File: config.mk
export PLATFORM = sky130hd
export DESIGN_NAME = gp34_top
export DESIGN_NICKNAME = d
export VERILOG_FILES = /design/src/hw/gp34_pkg.sv /design/src/hw/gp34_reg_if.sv /design/src/hw/gp34_axil_slave.sv /design/src/hw/gp34_p3_cell.sv /design/src/hw/gp34_top.sv
export SDC_FILE = /design/constraint.sdc
export NUM_CORES = 1
export LEC_CHECK = 0
export CAP_MARGIN = 0
export CORE_ASPECT_RATIO = 1.25
export CORE_UTILIZATION = 30
export DETAILED_ROUTE_END_ITERATION = 6
export DONT_BUFFER_PORTS = 1
export PLACE_DENSITY = 0.56
export SETUP_SLACK_MARGIN = 0.4
export SYNTH_ARGS = -nofsm -noshare
export SYNTH_HDL_FRONTEND = slang
export SYNTH_SLANG_ARGS = --single-unit
File: constraint.sdc
create_clock -name aclk -period 1.6 [get_ports aclk]
set_input_delay 0.08 -clock aclk [delete_from_list [all_inputs] [get_ports aclk]]
set_output_delay 0.08 -clock aclk [all_outputs]
set_load 0.02 [all_outputs]
File: src/hw/gp34_pkg.sv
package gp34_pkg;

  // bus geometry
  localparam int GP34_ADDR_W = 8;
  localparam int GP34_DATA_W = 32;

  // register byte offsets
  localparam logic [7:0] GP34_OFS_P3_PULLUP = 8'h00;
  localparam logic [7:0] GP34_OFS_P3_DIR = 8'h04;
  localparam logic [7:0] GP34_OFS_P4_DIR = 8'h08;
  localparam logic [7:0] GP34_OFS_P4_DATA = 8'h0C;
  localparam logic [7:0] GP34_OFS_P3_PULL_STAT = 8'h10;
  localparam logic [7:0] GP34_OFS_PIN_STAT = 8'h14;

  // reset values
  localparam logic [7:0] GP34_RST_P3_PULLUP = 8'h00;
  localparam logic [7:0] GP34_RST_P3_DIR = 8'h00;
  localparam logic [7:0] GP34_RST_P4_DIR_MODE1 = 8'h40;
  localparam logic [7:0] GP34_RST_P4_DIR_OTHER = 8'h00;
  localparam logic [7:0] GP34_RST_P4_DATA = 8'h00;

  // port 4 bit positions with shared functions
  localparam int GP34_P4_WAIT_BIT = 7;
  localparam int GP34_P4_CLK_BIT = 6;
  localparam int GP34_P4_ASIOS_BIT = 5;
  localparam int GP34_P4_WR_BIT = 4;
  localparam int GP34_P4_RD_BIT = 3;

  // pin status register fields
  localparam int GP34_STAT_EXP_BIT = 0;
  localparam int GP34_STAT_MODE_LSB = 1;
  localparam int GP34_STAT_HWSB_BIT = 3;
  localparam int GP34_STAT_SWSB_BIT = 4;
  localparam int GP34_STAT_P3OE_LSB = 8;
  localparam int GP34_STAT_P4OE_LSB = 16;

  // axi responses
  localparam logic [1:0] GP34_RESP_OKAY = 2'h0;
  localparam logic [1:0] GP34_RESP_SLVERR = 2'h2;

  // operating modes as presented on the mode pins
  typedef enum logic [1:0] {
    GP34_MODE_RSVD = 2'h0,
    GP34_MODE_1 = 2'h1,
    GP34_MODE_2 = 2'h2,
    GP34_MODE_3 = 2'h3
  } gp34_mode_t;

  // port 4 bit 7 function chosen by the wait-mode setting
  typedef enum logic [1:0] {
    GP34_P47_PORT = 2'h0,
    GP34_P47_WAIT = 2'h1,
    GP34_P47_SDA = 2'h2
  } gp34_p47_func_t;

endpackage

File: src/hw/gp34_reg_if.sv
`timescale 1ns/1ps
interface gp34_reg_if;
  import gp34_pkg::*;
  logic wr_en;
  logic [GP34_ADDR_W-1:0] wr_addr;
  logic [GP34_DATA_W-1:0] wr_data;
  logic [3:0] wr_strb;
  logic wr_err;
  logic rd_en;
  logic [GP34_ADDR_W-1:0] rd_addr;
  logic [GP34_DATA_W-1:0] rd_data;
  logic rd_err;

  // bus side issues accesses, register side decodes them
  modport bus (output wr_en, wr_addr, wr_data, wr_strb, rd_en, rd_addr, input wr_err, rd_data, rd_err);
  modport regs (input wr_en, wr_addr, wr_data, wr_strb, rd_en, rd_addr, output wr_err, rd_data, rd_err);
endinterface

File: src/hw/gp34_axil_slave.sv
`timescale 1ns/1ps
module gp34_axil_slave
  import gp34_pkg::*;
(
  // clock and reset
  input wire logic aclk,
  input wire logic aresetn,
  // axi4-lite slave
  input wire logic [GP34_ADDR_W-1:0] s_axi_awaddr,
  input wire logic s_axi_awvalid,
  output logic s_axi_awready,
  input wire logic [GP34_DATA_W-1:0] s_axi_wdata,
  input wire logic [3:0] s_axi_wstrb,
  input wire logic s_axi_wvalid,
  output logic s_axi_wready,
  output logic [1:0] s_axi_bresp,
  output logic s_axi_bvalid,
  input wire logic s_axi_bready,
  input wire logic [GP34_ADDR_W-1:0] s_axi_araddr,
  input wire logic s_axi_arvalid,
  output logic s_axi_arready,
  output logic [GP34_DATA_W-1:0] s_axi_rdata,
  output logic [1:0] s_axi_rresp,
  output logic s_axi_rvalid,
  input wire logic s_axi_rready,
  // register access
  gp34_reg_if.bus regs
);

  typedef struct packed {
    logic aw_held;
    logic [GP34_ADDR_W-1:0] awaddr;
    logic w_held;
    logic [GP34_DATA_W-1:0] wdata;
    logic [3:0] wstrb;
    logic bvalid;
    logic [1:0] bresp;
    logic rvalid;
    logic [GP34_DATA_W-1:0] rdata;
    logic [1:0] rresp;
  } gp34_axi_st_t;

  gp34_axi_st_t st_r;
  gp34_axi_st_t st_nxt;

  // ready stays low while a response is pending, so one write and one read at most
  assign s_axi_awready = !st_r.aw_held && !st_r.bvalid;
  assign s_axi_wready = !st_r.w_held && !st_r.bvalid;
  assign s_axi_arready = !st_r.rvalid;
  assign s_axi_bvalid = st_r.bvalid;
  assign s_axi_bresp = st_r.bresp;
  assign s_axi_rvalid = st_r.rvalid;
  assign s_axi_rdata = st_r.rdata;
  assign s_axi_rresp = st_r.rresp;

  // address and data are caught in either order, the write fires once both are held
  always_comb begin
    st_nxt = st_r;
    regs.wr_en = 1'b0;
    regs.wr_addr = st_r.awaddr;
    regs.wr_data = st_r.wdata;
    regs.wr_strb = st_r.wstrb;
    regs.rd_en = 1'b0;
    regs.rd_addr = s_axi_araddr;
    if (s_axi_awvalid && s_axi_awready) begin
      st_nxt.aw_held = 1'b1;
      st_nxt.awaddr = s_axi_awaddr;
    end
    if (s_axi_wvalid && s_axi_wready) begin
      st_nxt.w_held = 1'b1;
      st_nxt.wdata = s_axi_wdata;
      st_nxt.wstrb = s_axi_wstrb;
    end
    if (st_r.bvalid && s_axi_bready) begin
      st_nxt.bvalid = 1'b0;
    end
    if (st_r.aw_held && st_r.w_held) begin
      regs.wr_en = 1'b1;
      st_nxt.aw_held = 1'b0;
      st_nxt.w_held = 1'b0;
      st_nxt.bvalid = 1'b1;
      st_nxt.bresp = regs.wr_err ? GP34_RESP_SLVERR : GP34_RESP_OKAY;
    end
    if (st_r.rvalid && s_axi_rready) begin
      st_nxt.rvalid = 1'b0;
    end
    if (s_axi_arvalid && s_axi_arready) begin
      regs.rd_en = 1'b1;
      st_nxt.rvalid = 1'b1;
      st_nxt.rdata = regs.rd_err ? '0 : regs.rd_data;
      st_nxt.rresp = regs.rd_err ? GP34_RESP_SLVERR : GP34_RESP_OKAY;
    end
  end

  // state register
  always_ff @(posedge aclk) begin
    if (!aresetn) begin
      st_r <= '0;
    end else begin
      st_r <= st_nxt;
    end
  end

endmodule // gp34_axil_slave

File: src/hw/gp34_p3_cell.sv
`timescale 1ns/1ps
module gp34_p3_cell (
  // mode
  input wire logic expanded,
  input wire logic hw_standby,
  input wire logic in_reset,
  // per-pin control
  input wire logic port3_direction_bit,
  input wire logic port3_pullup_ctrl,
  input wire logic gpio_out,
  // external data bus
  input wire logic bus_out,
  input wire logic bus_drive,
  // pin
  output logic pin_out,
  output logic pin_oe_n,
  output logic pullup_on
);

  // pin function and drive, re-evaluated on any control change
  always_comb begin
    if (hw_standby) begin
      // hardware standby floats the pin
      pin_out = 1'b0;
      pin_oe_n = 1'b1;
    end else if (expanded) begin
      pin_out = bus_out; // data bus line, direction bit ignored
      pin_oe_n = !bus_drive;
    end else begin
      pin_out = gpio_out;
      pin_oe_n = !port3_direction_bit; // 0 input, 1 output
    end
  end

  // pull-up only for a general input with its control bit set
  always_comb begin
    pullup_on = !expanded && !in_reset && !hw_standby && !port3_direction_bit
      && port3_pullup_ctrl;
  end

endmodule // gp34_p3_cell

File: src/hw/gp34_top.sv
`timescale 1ns/1ps
module gp34_top
  import gp34_pkg::*;
(
  // clock and reset
  input wire logic aclk,
  input wire logic aresetn,
  // axi4-lite slave
  input wire logic [GP34_ADDR_W-1:0] s_axi_awaddr,
  input wire logic s_axi_awvalid,
  output logic s_axi_awready,
  input wire logic [GP34_DATA_W-1:0] s_axi_wdata,
  input wire logic [3:0] s_axi_wstrb,
  input wire logic s_axi_wvalid,
  output logic s_axi_wready,
  output logic [1:0] s_axi_bresp,
  output logic s_axi_bvalid,
  input wire logic s_axi_bready,
  input wire logic [GP34_ADDR_W-1:0] s_axi_araddr,
  input wire logic s_axi_arvalid,
  output logic s_axi_arready,
  output logic [GP34_DATA_W-1:0] s_axi_rdata,
  output logic [1:0] s_axi_rresp,
  output logic s_axi_rvalid,
  input wire logic s_axi_rready,
  // operating state
  input wire logic [1:0] op_mode,
  input wire logic external_expansion_enable,
  input wire logic hw_standby,
  input wire logic sw_standby,
  input wire logic [1:0] p47_func_sel,
  // port 3 sources
  input wire logic [7:0] port3_gpio_out,
  input wire logic [7:0] data_bus_out,
  input wire logic data_bus_drive,
  output logic [7:0] data_bus_in,
  // port 3 pins
  input wire logic [7:0] p3_pin_in,
  output logic [7:0] p3_pin_out,
  output logic [7:0] p3_pin_oe_n,
  output logic [7:0] p3_pullup_on,
  // port 4 shared functions
  input wire logic system_clock_level,
  input wire logic address_io_strobe_out_n,
  input wire logic write_strobe_out_n,
  input wire logic read_strobe_out_n,
  input wire logic serial_data_drive_low,
  output logic bus_wait_in_n,
  output logic serial_data_pin_zero_in,
  output logic subclock_input,
  // port 4 pins
  input wire logic [7:0] p4_pin_in,
  output logic [7:0] p4_pin_out,
  output logic [7:0] p4_pin_oe_n
);

  typedef struct packed {
    logic [7:0] port3_pullup_ctrl;
    logic [7:0] port3_direction;
    logic [7:0] port4_direction;
    logic [7:0] port4_output_data;
  } gp34_reg_st_t;

  gp34_reg_st_t st_r;
  gp34_reg_st_t st_nxt;
  gp34_reg_st_t st_rst;

  gp34_reg_if regs ();

  gp34_mode_t mode;
  gp34_p47_func_t p47_func;
  logic expanded;
  logic [7:0] port4_read;
  logic [7:0] p3_pull_int;
  logic [7:0] p3_oe_n_int;
  logic [7:0] wr_byte;

  // bus slave
  gp34_axil_slave u_axil (
    .aclk(aclk),
    .aresetn(aresetn),
    .s_axi_awaddr(s_axi_awaddr),
    .s_axi_awvalid(s_axi_awvalid),
    .s_axi_awready(s_axi_awready),
    .s_axi_wdata(s_axi_wdata),
    .s_axi_wstrb(s_axi_wstrb),
    .s_axi_wvalid(s_axi_wvalid),
    .s_axi_wready(s_axi_wready),
    .s_axi_bresp(s_axi_bresp),
    .s_axi_bvalid(s_axi_bvalid),
    .s_axi_bready(s_axi_bready),
    .s_axi_araddr(s_axi_araddr),
    .s_axi_arvalid(s_axi_arvalid),
    .s_axi_arready(s_axi_arready),
    .s_axi_rdata(s_axi_rdata),
    .s_axi_rresp(s_axi_rresp),
    .s_axi_rvalid(s_axi_rvalid),
    .s_axi_rready(s_axi_rready),
    .regs(regs.bus)
  );

  // mode decode; mode 1 has no single-chip form, so it always counts as expanded
  always_comb begin
    mode = gp34_mode_t'(op_mode);
    p47_func = gp34_p47_func_t'(p47_func_sel);
    expanded = (mode == GP34_MODE_1) || external_expansion_enable;
  end

  // reset image; a synchronous reset, so mode and pin 6 may be sampled here
  always_comb begin
    st_rst.port3_pullup_ctrl = GP34_RST_P3_PULLUP;
    st_rst.port3_direction = GP34_RST_P3_DIR;
    if (mode == GP34_MODE_1) begin
      st_rst.port4_direction = GP34_RST_P4_DIR_MODE1;
    end else begin
      st_rst.port4_direction = GP34_RST_P4_DIR_OTHER;
    end
    st_rst.port4_output_data = GP34_RST_P4_DATA;
    st_rst.port4_output_data[GP34_P4_CLK_BIT] = p4_pin_in[GP34_P4_CLK_BIT];
  end

  // port 4 read-back mixes stored data and live pins per direction bit
  always_comb begin
    port4_read = (st_r.port4_direction & st_r.port4_output_data)
      | (~st_r.port4_direction & p4_pin_in);
  end

  // register writes; only byte lane 0 carries register data
  always_comb begin
    st_nxt = st_r;
    wr_byte = regs.wr_data[7:0];
    regs.wr_err = 1'b0;
    if (regs.wr_en) begin
      unique case ({regs.wr_addr[GP34_ADDR_W-1:2], 2'b00})
        GP34_OFS_P3_PULLUP: begin
          if (regs.wr_strb[0]) begin
            st_nxt.port3_pullup_ctrl = wr_byte;
          end
        end
        GP34_OFS_P3_DIR: begin
          if (regs.wr_strb[0]) begin
            st_nxt.port3_direction = wr_byte;
          end
        end
        GP34_OFS_P4_DIR: begin
          if (regs.wr_strb[0]) begin
            st_nxt.port4_direction = wr_byte;
          end
        end
        GP34_OFS_P4_DATA: begin
          if (regs.wr_strb[0]) begin
            st_nxt.port4_output_data = wr_byte;
          end
        end
        GP34_OFS_P3_PULL_STAT, GP34_OFS_PIN_STAT: begin
          // status words ignore writes without error
        end
        default: begin
          regs.wr_err = 1'b1;
        end
      endcase
    end
  end

  // register reads; direction registers are write-only and read as zero
  always_comb begin
    regs.rd_data = '0;
    regs.rd_err = 1'b0;
    unique case ({regs.rd_addr[GP34_ADDR_W-1:2], 2'b00})
      GP34_OFS_P3_PULLUP: begin
        regs.rd_data[7:0] = st_r.port3_pullup_ctrl;
      end
      GP34_OFS_P3_DIR, GP34_OFS_P4_DIR: begin
        regs.rd_data = '0;
      end
      GP34_OFS_P4_DATA: begin
        regs.rd_data[7:0] = port4_read;
      end
      GP34_OFS_P3_PULL_STAT: begin
        regs.rd_data[7:0] = p3_pull_int;
      end
      GP34_OFS_PIN_STAT: begin
        regs.rd_data[GP34_STAT_EXP_BIT] = expanded;
        regs.rd_data[GP34_STAT_MODE_LSB +: 2] = op_mode;
        regs.rd_data[GP34_STAT_HWSB_BIT] = hw_standby;
        regs.rd_data[GP34_STAT_SWSB_BIT] = sw_standby;
        regs.rd_data[GP34_STAT_P3OE_LSB +: 8] = ~p3_oe_n_int;
        regs.rd_data[GP34_STAT_P4OE_LSB +: 8] = ~p4_pin_oe_n;
      end
      default: begin
        regs.rd_err = regs.rd_en;
      end
    endcase
  end

  // state register
  always_ff @(posedge aclk) begin
    if (!aresetn) begin
      st_r <= st_rst;
    end else begin
      st_r <= st_nxt;
    end
  end

  // port 3: one cell per pin
  for (genvar i = 0; i < 8; i++) begin : g_p3
    gp34_p3_cell u_cell (
      .expanded(expanded),
      .hw_standby(hw_standby),
      .in_reset(!aresetn),
      .port3_direction_bit(st_r.port3_direction[i]),
      .port3_pullup_ctrl(st_r.port3_pullup_ctrl[i]),
      .gpio_out(port3_gpio_out[i]),
      .bus_out(data_bus_out[i]),
      .bus_drive(data_bus_drive),
      .pin_out(p3_pin_out[i]),
      .pin_oe_n(p3_oe_n_int[i]),
      .pullup_on(p3_pull_int[i])
    );
  end

  // port 3 outward views
  assign p3_pin_oe_n = p3_oe_n_int;
  assign p3_pullup_on = p3_pull_int;
  assign data_bus_in = p3_pin_in;

  // port 4 inputs to the shared functions, always visible
  assign bus_wait_in_n = p4_pin_in[GP34_P4_WAIT_BIT];
  assign serial_data_pin_zero_in = p4_pin_in[GP34_P4_WAIT_BIT];
  assign subclock_input = p4_pin_in[GP34_P4_CLK_BIT];

  // port 4 pin functions, purely combinational on mode and direction
  always_comb begin
    p4_pin_out = st_r.port4_output_data;
    p4_pin_oe_n = ~st_r.port4_direction; // general I/O by default
    // bit 6 never drives stored data; when output it carries the clock
    p4_pin_out[GP34_P4_CLK_BIT] = system_clock_level;
    if (expanded) begin
      // strobes own bits 5..3 whatever their direction bits say
      p4_pin_out[GP34_P4_ASIOS_BIT] = address_io_strobe_out_n;
      p4_pin_out[GP34_P4_WR_BIT] = write_strobe_out_n;
      p4_pin_out[GP34_P4_RD_BIT] = read_strobe_out_n;
      p4_pin_oe_n[GP34_P4_ASIOS_BIT] = 1'b0;
      p4_pin_oe_n[GP34_P4_WR_BIT] = 1'b0;
      p4_pin_oe_n[GP34_P4_RD_BIT] = 1'b0;
      unique case (p47_func)
        GP34_P47_WAIT: begin
          // wait is an input only
          p4_pin_out[GP34_P4_WAIT_BIT] = 1'b0;
          p4_pin_oe_n[GP34_P4_WAIT_BIT] = 1'b1;
        end
        GP34_P47_SDA: begin
          // open drain: drive only a low, release for a high
          p4_pin_out[GP34_P4_WAIT_BIT] = 1'b0;
          p4_pin_oe_n[GP34_P4_WAIT_BIT] = !serial_data_drive_low;
        end
        GP34_P47_PORT: begin
          p4_pin_oe_n[GP34_P4_WAIT_BIT] = !st_r.port4_direction[GP34_P4_WAIT_BIT];
        end
        default: begin
          // illegal select: keep the pin an input rather than risk contention
          p4_pin_oe_n[GP34_P4_WAIT_BIT] = 1'b1;
        end
      endcase
    end
    if (hw_standby) begin
      // hardware standby floats every port 4 pin
      p4_pin_oe_n = 8'hFF;
    end
  end

endmodule // gp34_top

After elaboration in Yosys (flattened, before gate mapping)
Index checks and enable logic that the tools add are counted.

Bits in registers: 89. Input port bits: 104. Word-level logic and storage cells: 158. Output and inout port bits: 92.

Muxes and demuxes: 61. Eq/ne operators: 17. Bitwise operators: 7. Reductions and logical operators: 58.

Operators by type and width (number): $mux 16 (3); $mux 1 (42); $mux 8 (5); $mux 35 (1); $logic_and 1x1->1 (26); $eq 6x2->1 const B (4); $eq 6x3->1 const B (4); $mux 24 (1); $not 8->8 (3); $pmux 5 s4 (1); $logic_not 1->1 (17); $and 8x8->8 (2); $reduce_and 3->1 (5); $eq 6x1->1 const B (2); $logic_not 6->1 (2); $reduce_or 6->1 (2); $mux 3 (3); $pmux 3 s3 (1); $ne 2x1->1 const B (4); $or 8x8->8 (1); $mux 7 (1); $eq 2x1->1 const B (2); $mux 2 (2); $reduce_bool 2->1 (2); 6 further kinds (7).

Depth between registers and ports, before layout
Depth in word-level cells: 10. Depth in mapped cells: 8. Depth with buffers taken out: 6.

Modules after synthesis
A second synthesis with hierarchy kept.

Cell total of the unflattened synthesis: 724. Area, all modules: 6170.9 um2.

By module, submodules not included: gp34_axil_slave (cells each 454, instances 1, sequential area each 1641.6 um2, area each 3834.9 um2); gp34_top (cells each 222, instances 1, sequential area each 730.7 um2, area each 1995.7 um2); gp34_p3_cell (cells each 6, instances 8, sequential area each 0.0 um2, area each 42.5 um2).

Worst setup path before layout
No wires, ideal clock.

Kind: flip-flop to flip-flop. Start point: reg u_axil.st_r[74] in the netlist's numbering. End point: reg st_r[29] in the netlist's numbering. Clock period less this slack: 1664 ps. Path slack: -64 ps. Cell stages (with the launch flop): 9. Setup time: 122 ps. Data required time: 1478 ps. Data arrival time: 1541 ps. Buffers on the path: 3. Cells stage by stage: dfxtp_1 > and2_1 > buf_2 > nand4b_2 > or3_1 > clkbuf_1 > buf_2 > nand3_1 > o21ai_0.

Longest elaborated chain between the ends: 3.

RTL lines: start: declaration (line gp34_axil_slave.sv:43) `gp34_axi_st_t st_r;`; start signal: assignment (line gp34_axil_slave.sv:100) `st_r <= st_nxt;`; $logic_and 1x1->1 (line gp34_axil_slave.sv:77) `if (st_r.aw_held && st_r.w_held) begin`; $mux 1 (line gp34_axil_slave.sv:77); $reduce_and 3->1 (no line); end signal: assignment (line gp34_top.sv:199) `st_r <= st_rst;`; end signal: assignment (line gp34_top.sv:201) `st_r <= st_nxt;`; end: declaration (line gp34_top.sv:64) `gp34_reg_st_t st_r;`.

No other way between the ends. A chain may end at the register's enable or synchronous reset.

Worst setup path in the final report
Start point: reg u_axil.st_r, in the netlist u_axil.regs.wr_addr[7]. End point: reg st_r[28] in the netlist's numbering.

Longest elaborated chain between the ends: 2.

RTL lines: $logic_not 6->1 (line gp34_top.sv:134) `unique case ({regs.wr_addr[GP34_ADDR_W-1:2], 2'b00})`; $reduce_and 3->1 (no line).

No other way between the ends.

==> reports/metrics.yaml <==
floorplan.initialDensity: 0.310
rr_endpoint: "st_r[28]"
met1_length_mm: 4.85
fin_tns_setup_ps: 0
max_stage_delay_ps: 350
syn_avg_cell_area_um2: 8.00
reg2regPathDepth: 6
diodes: 0
tritoncts: "yes"
hold_slack_ps: -98.5
maxCapViolCount: 0
status: "finished, violations left"
cts_num_sinks: 77
yosysUniqueCellTypes: 49
max_freq_mhz: 669
synth-seq-area-share: 0.394
die_area_mm2: 0.0143
power_density_mw_per_mm2: 973
clk_latency_ps: 330
maxSlewViolCount: 0
gp_congestion: 0.856
layout-drive-gt1-share: 0.311
clockBufferDepth: 2
clk_pin_slew_ps: 60
hold_buffers: 25
rsz0062_at_grt: "true"
grt_usage: 0.164
hold_path_class: "in2reg"
hold_viol_final: 30
clockRootBuffer: "clkbuf_16"
synth_edf_count: 9
crit_chain: "nor3_4 -> nand4b_4 -> or3_4 -> buf_12 -> nand3_1 -> o21ai_0"
synth_seq_cells: 77
reg2reg_slack_ps: 100
holdPathStages: 2
min-delay-start: "aresetn"
netlist_area_mm2: 0.00414
p_total_w: 0.00498
ant_nets: 0
drt-total-wl_mm: 11.9
cp_data_required_time_ps: 1810
finalClockSkew_ps: 4.07
core_mm2: 0.0133
grt_pass1_vias: 3330
first_pass_iters: 4
wire_per_inst_um: 17.3
wl_met3_um: 700
slowest_stage: "or3_4"
io_buffers: 0
setup_viol: 0
peakVddDrop_mv: 0.464
fillers: 1353
cts_made_buffers: 9
top_layer: "met4"
vias: 3435
syn_to_final_growth_pct: 23.5
r2r-start: "u_axil.regs.wr_addr[7]"
grt_pass1_wl_mm: 17.7
path_class: "reg2reg"
synthFlopType: "dfxtp_1"
antenna_found_initial: 0
period_share: 0.935
yosysWarnings: 0
rows: 47
dp_hpwl_mm: 8.49
grt_overflow: 0
die_x_um: 107
crit_path_start_kind: "flip-flop"
violations: "negative hold slack"
die_h_um: 133
htree_levels: 3
cp-end-kind: "flip-flop"
num_io_pins: 196
fin_util: 0.383
hold_end: "u_axil.s_axi_rresp[1]"
nets: 615
fin_crit_ps: 1500
drcViolationCount: 0
cp.arrival_ps: 1710
cp_max_fo: 16
cellLeakagePower_nw: 1.91
via_per_inst: 5.01
grt_max_degree: 68
synthCells: 518
drt-initial-drc-count: 175
wl_met2_mm: 6.03
synthArstFlopShare: 0
## area by class of cell
cell class / count / area (um^2) / share of cell area
inverter: 17 / 68.8 / 0.0134
clock buffer: 14 / 295 / 0.0577
multi-input combinational: 330 / 2160 / 0.422
clock inverter: 2 / 60.1 / 0.0117
sequential: 77 / 1660 / 0.324
tap: 171 / 214 / 0.0418
timing repair buffer: 74 / 661 / 0.129
## registers in the layout, indices dropped and copies added (netlist names)
name and cells:
st_r 29, u_axil.s_axi_rdata 24, u_axil.regs.wr_data 8, u_axil.regs.wr_addr 6
p4_pin_out 3, u_axil.st_r 2, u_axil.regs.wr_strb 1, u_axil.s_axi_bresp 1
u_axil.s_axi_bvalid 1, u_axil.s_axi_rresp 1, u_axil.s_axi_rvalid 1
## metrics by stage
| stage | instance area [um^2] | cells | setup slack [ps] | hold slack (ps) |
|---|---|---|---|---|
| global route | 5120 | 685 | 1.52 | -110 |
| finish | 5120 | 685 | 105 | -98.5 |
| floorplan | 4350 | 527 | 51.5 | 173 |
| global placement | 4090 | 631 | 74.5 | 160 |
| CTS | 4940 | 683 | 73.1 | -122 |
| detailed placement | 4090 | 631 | 55.5 | 160 |
## cell families after synthesis
kind of cell	count (synthesis)	share of synthesized area
buffers and inverters	120	0.180
adder cells (fa/ha/maj)	2	0.00604
XOR/XNOR	1	0.00211
AND/OR/NAND/NOR	197	0.222
AO/OA/AOI/OAI	105	0.159
flip-flops	77	0.394
other	1	0.000905
multiplexers	15	0.0365
## worst max-delay path, delay by kind of cell (launching register included)
| kind | cells | cell delay [ps] |
|---|---|---|
| simple gates | 4 | 810 |
| buf+inv | 1 | 150 |
| compound gates | 1 | 80 |
| flops | 1 | 330 |
## cells in the mapped netlist (all sizes together) (2+ instances only)
master,n,share of area
nand2,85,0.077
buf,83,0.15
dfxtp,68,0.33
nor2,37,0.034
o21ai,34,0.041
a21oi,31,0.037
nand3,26,0.031
clkbuf,20,0.018
inv,17,0.015
mux2i,14,0.034
a22o,12,0.025
nand2b,11,0.017
nor3,10,0.015
and3,9,0.014
edfxtp,9,0.065
and2,6,0.0091
a211oi,4,0.0072
a22oi,4,0.0072
o41ai,4,0.010
a2bb2oi,3,0.0063
nor2b,3,0.0045
nor3b,3,0.0066
o21bai,3,0.0054
o2bb2ai,3,0.0063
a21boi,2,0.0036
ha,2,0.0060
o22ai,2,0.0030
## what timing repair did
| item | CTS | global route |
|---|---|---|
| hold endpoints to repair | 58 | 33 |
| setup endpoints to repair | 84 | 94 |
| gates resized for setup | 47 | 52 |
| setup buffers | 11 | 2 |
| pin swaps | 16 | 13 |
## metal layers
metal,up-vias,track usage
li1,1658,-
met1,1633,0.189
met2,127,0.286
met3,17,0.0396
met4,0,0.0715
met5,-,0
## worst max path at each step
stage | slack, ps | end | startpoint
floorplan | 50 | st_r[29] | u_axil.st_r[83]
global placement | 70 | st_r[13] | u_axil.regs.wr_addr[5]
detailed placement | 60 | st_r[28] | u_axil.regs.wr_addr[5]
CTS | 70 | st_r[28] | u_axil.regs.wr_addr[7]
global route | 2 | st_r[16] | u_axil.regs.wr_addr[7]
finish | 100 | st_r[28] | u_axil.regs.wr_addr[7]
## report_power, final
| group | leakage, nW | internal [W] | switching, W |
|---|---|---|---|
| clock network | 0.174 | 0.00159 | 0.000771 |
| registers | 0.652 | 0.00200 | 0.0000738 |
| logic | 1.09 | 0.000226 | 0.000317 |
## layout by cell type, fill, tap and decap left out, types with 4 or more instances in the layout
cell type and n:
a21oi_1 31, a22o_1 12, and3_1 8, buf_4 40
buf_6 8, clkbuf_16 10, conb_1 10, dfxtp_1 51
dfxtp_2 15, dlygate4sd3_1 25, edfxtp_1 9, inv_1 9
inv_2 7, mux2i_1 9, mux2i_2 5, nand2_1 80
nand2b_2 5, nand2b_4 4, nand3_1 26, nor2_1 25
nor2_2 9, nor3_2 4, nor3_4 5, o21ai_0 27
o21ai_1 7, o41ai_2 4
Power figures use the tool's default switching activity.
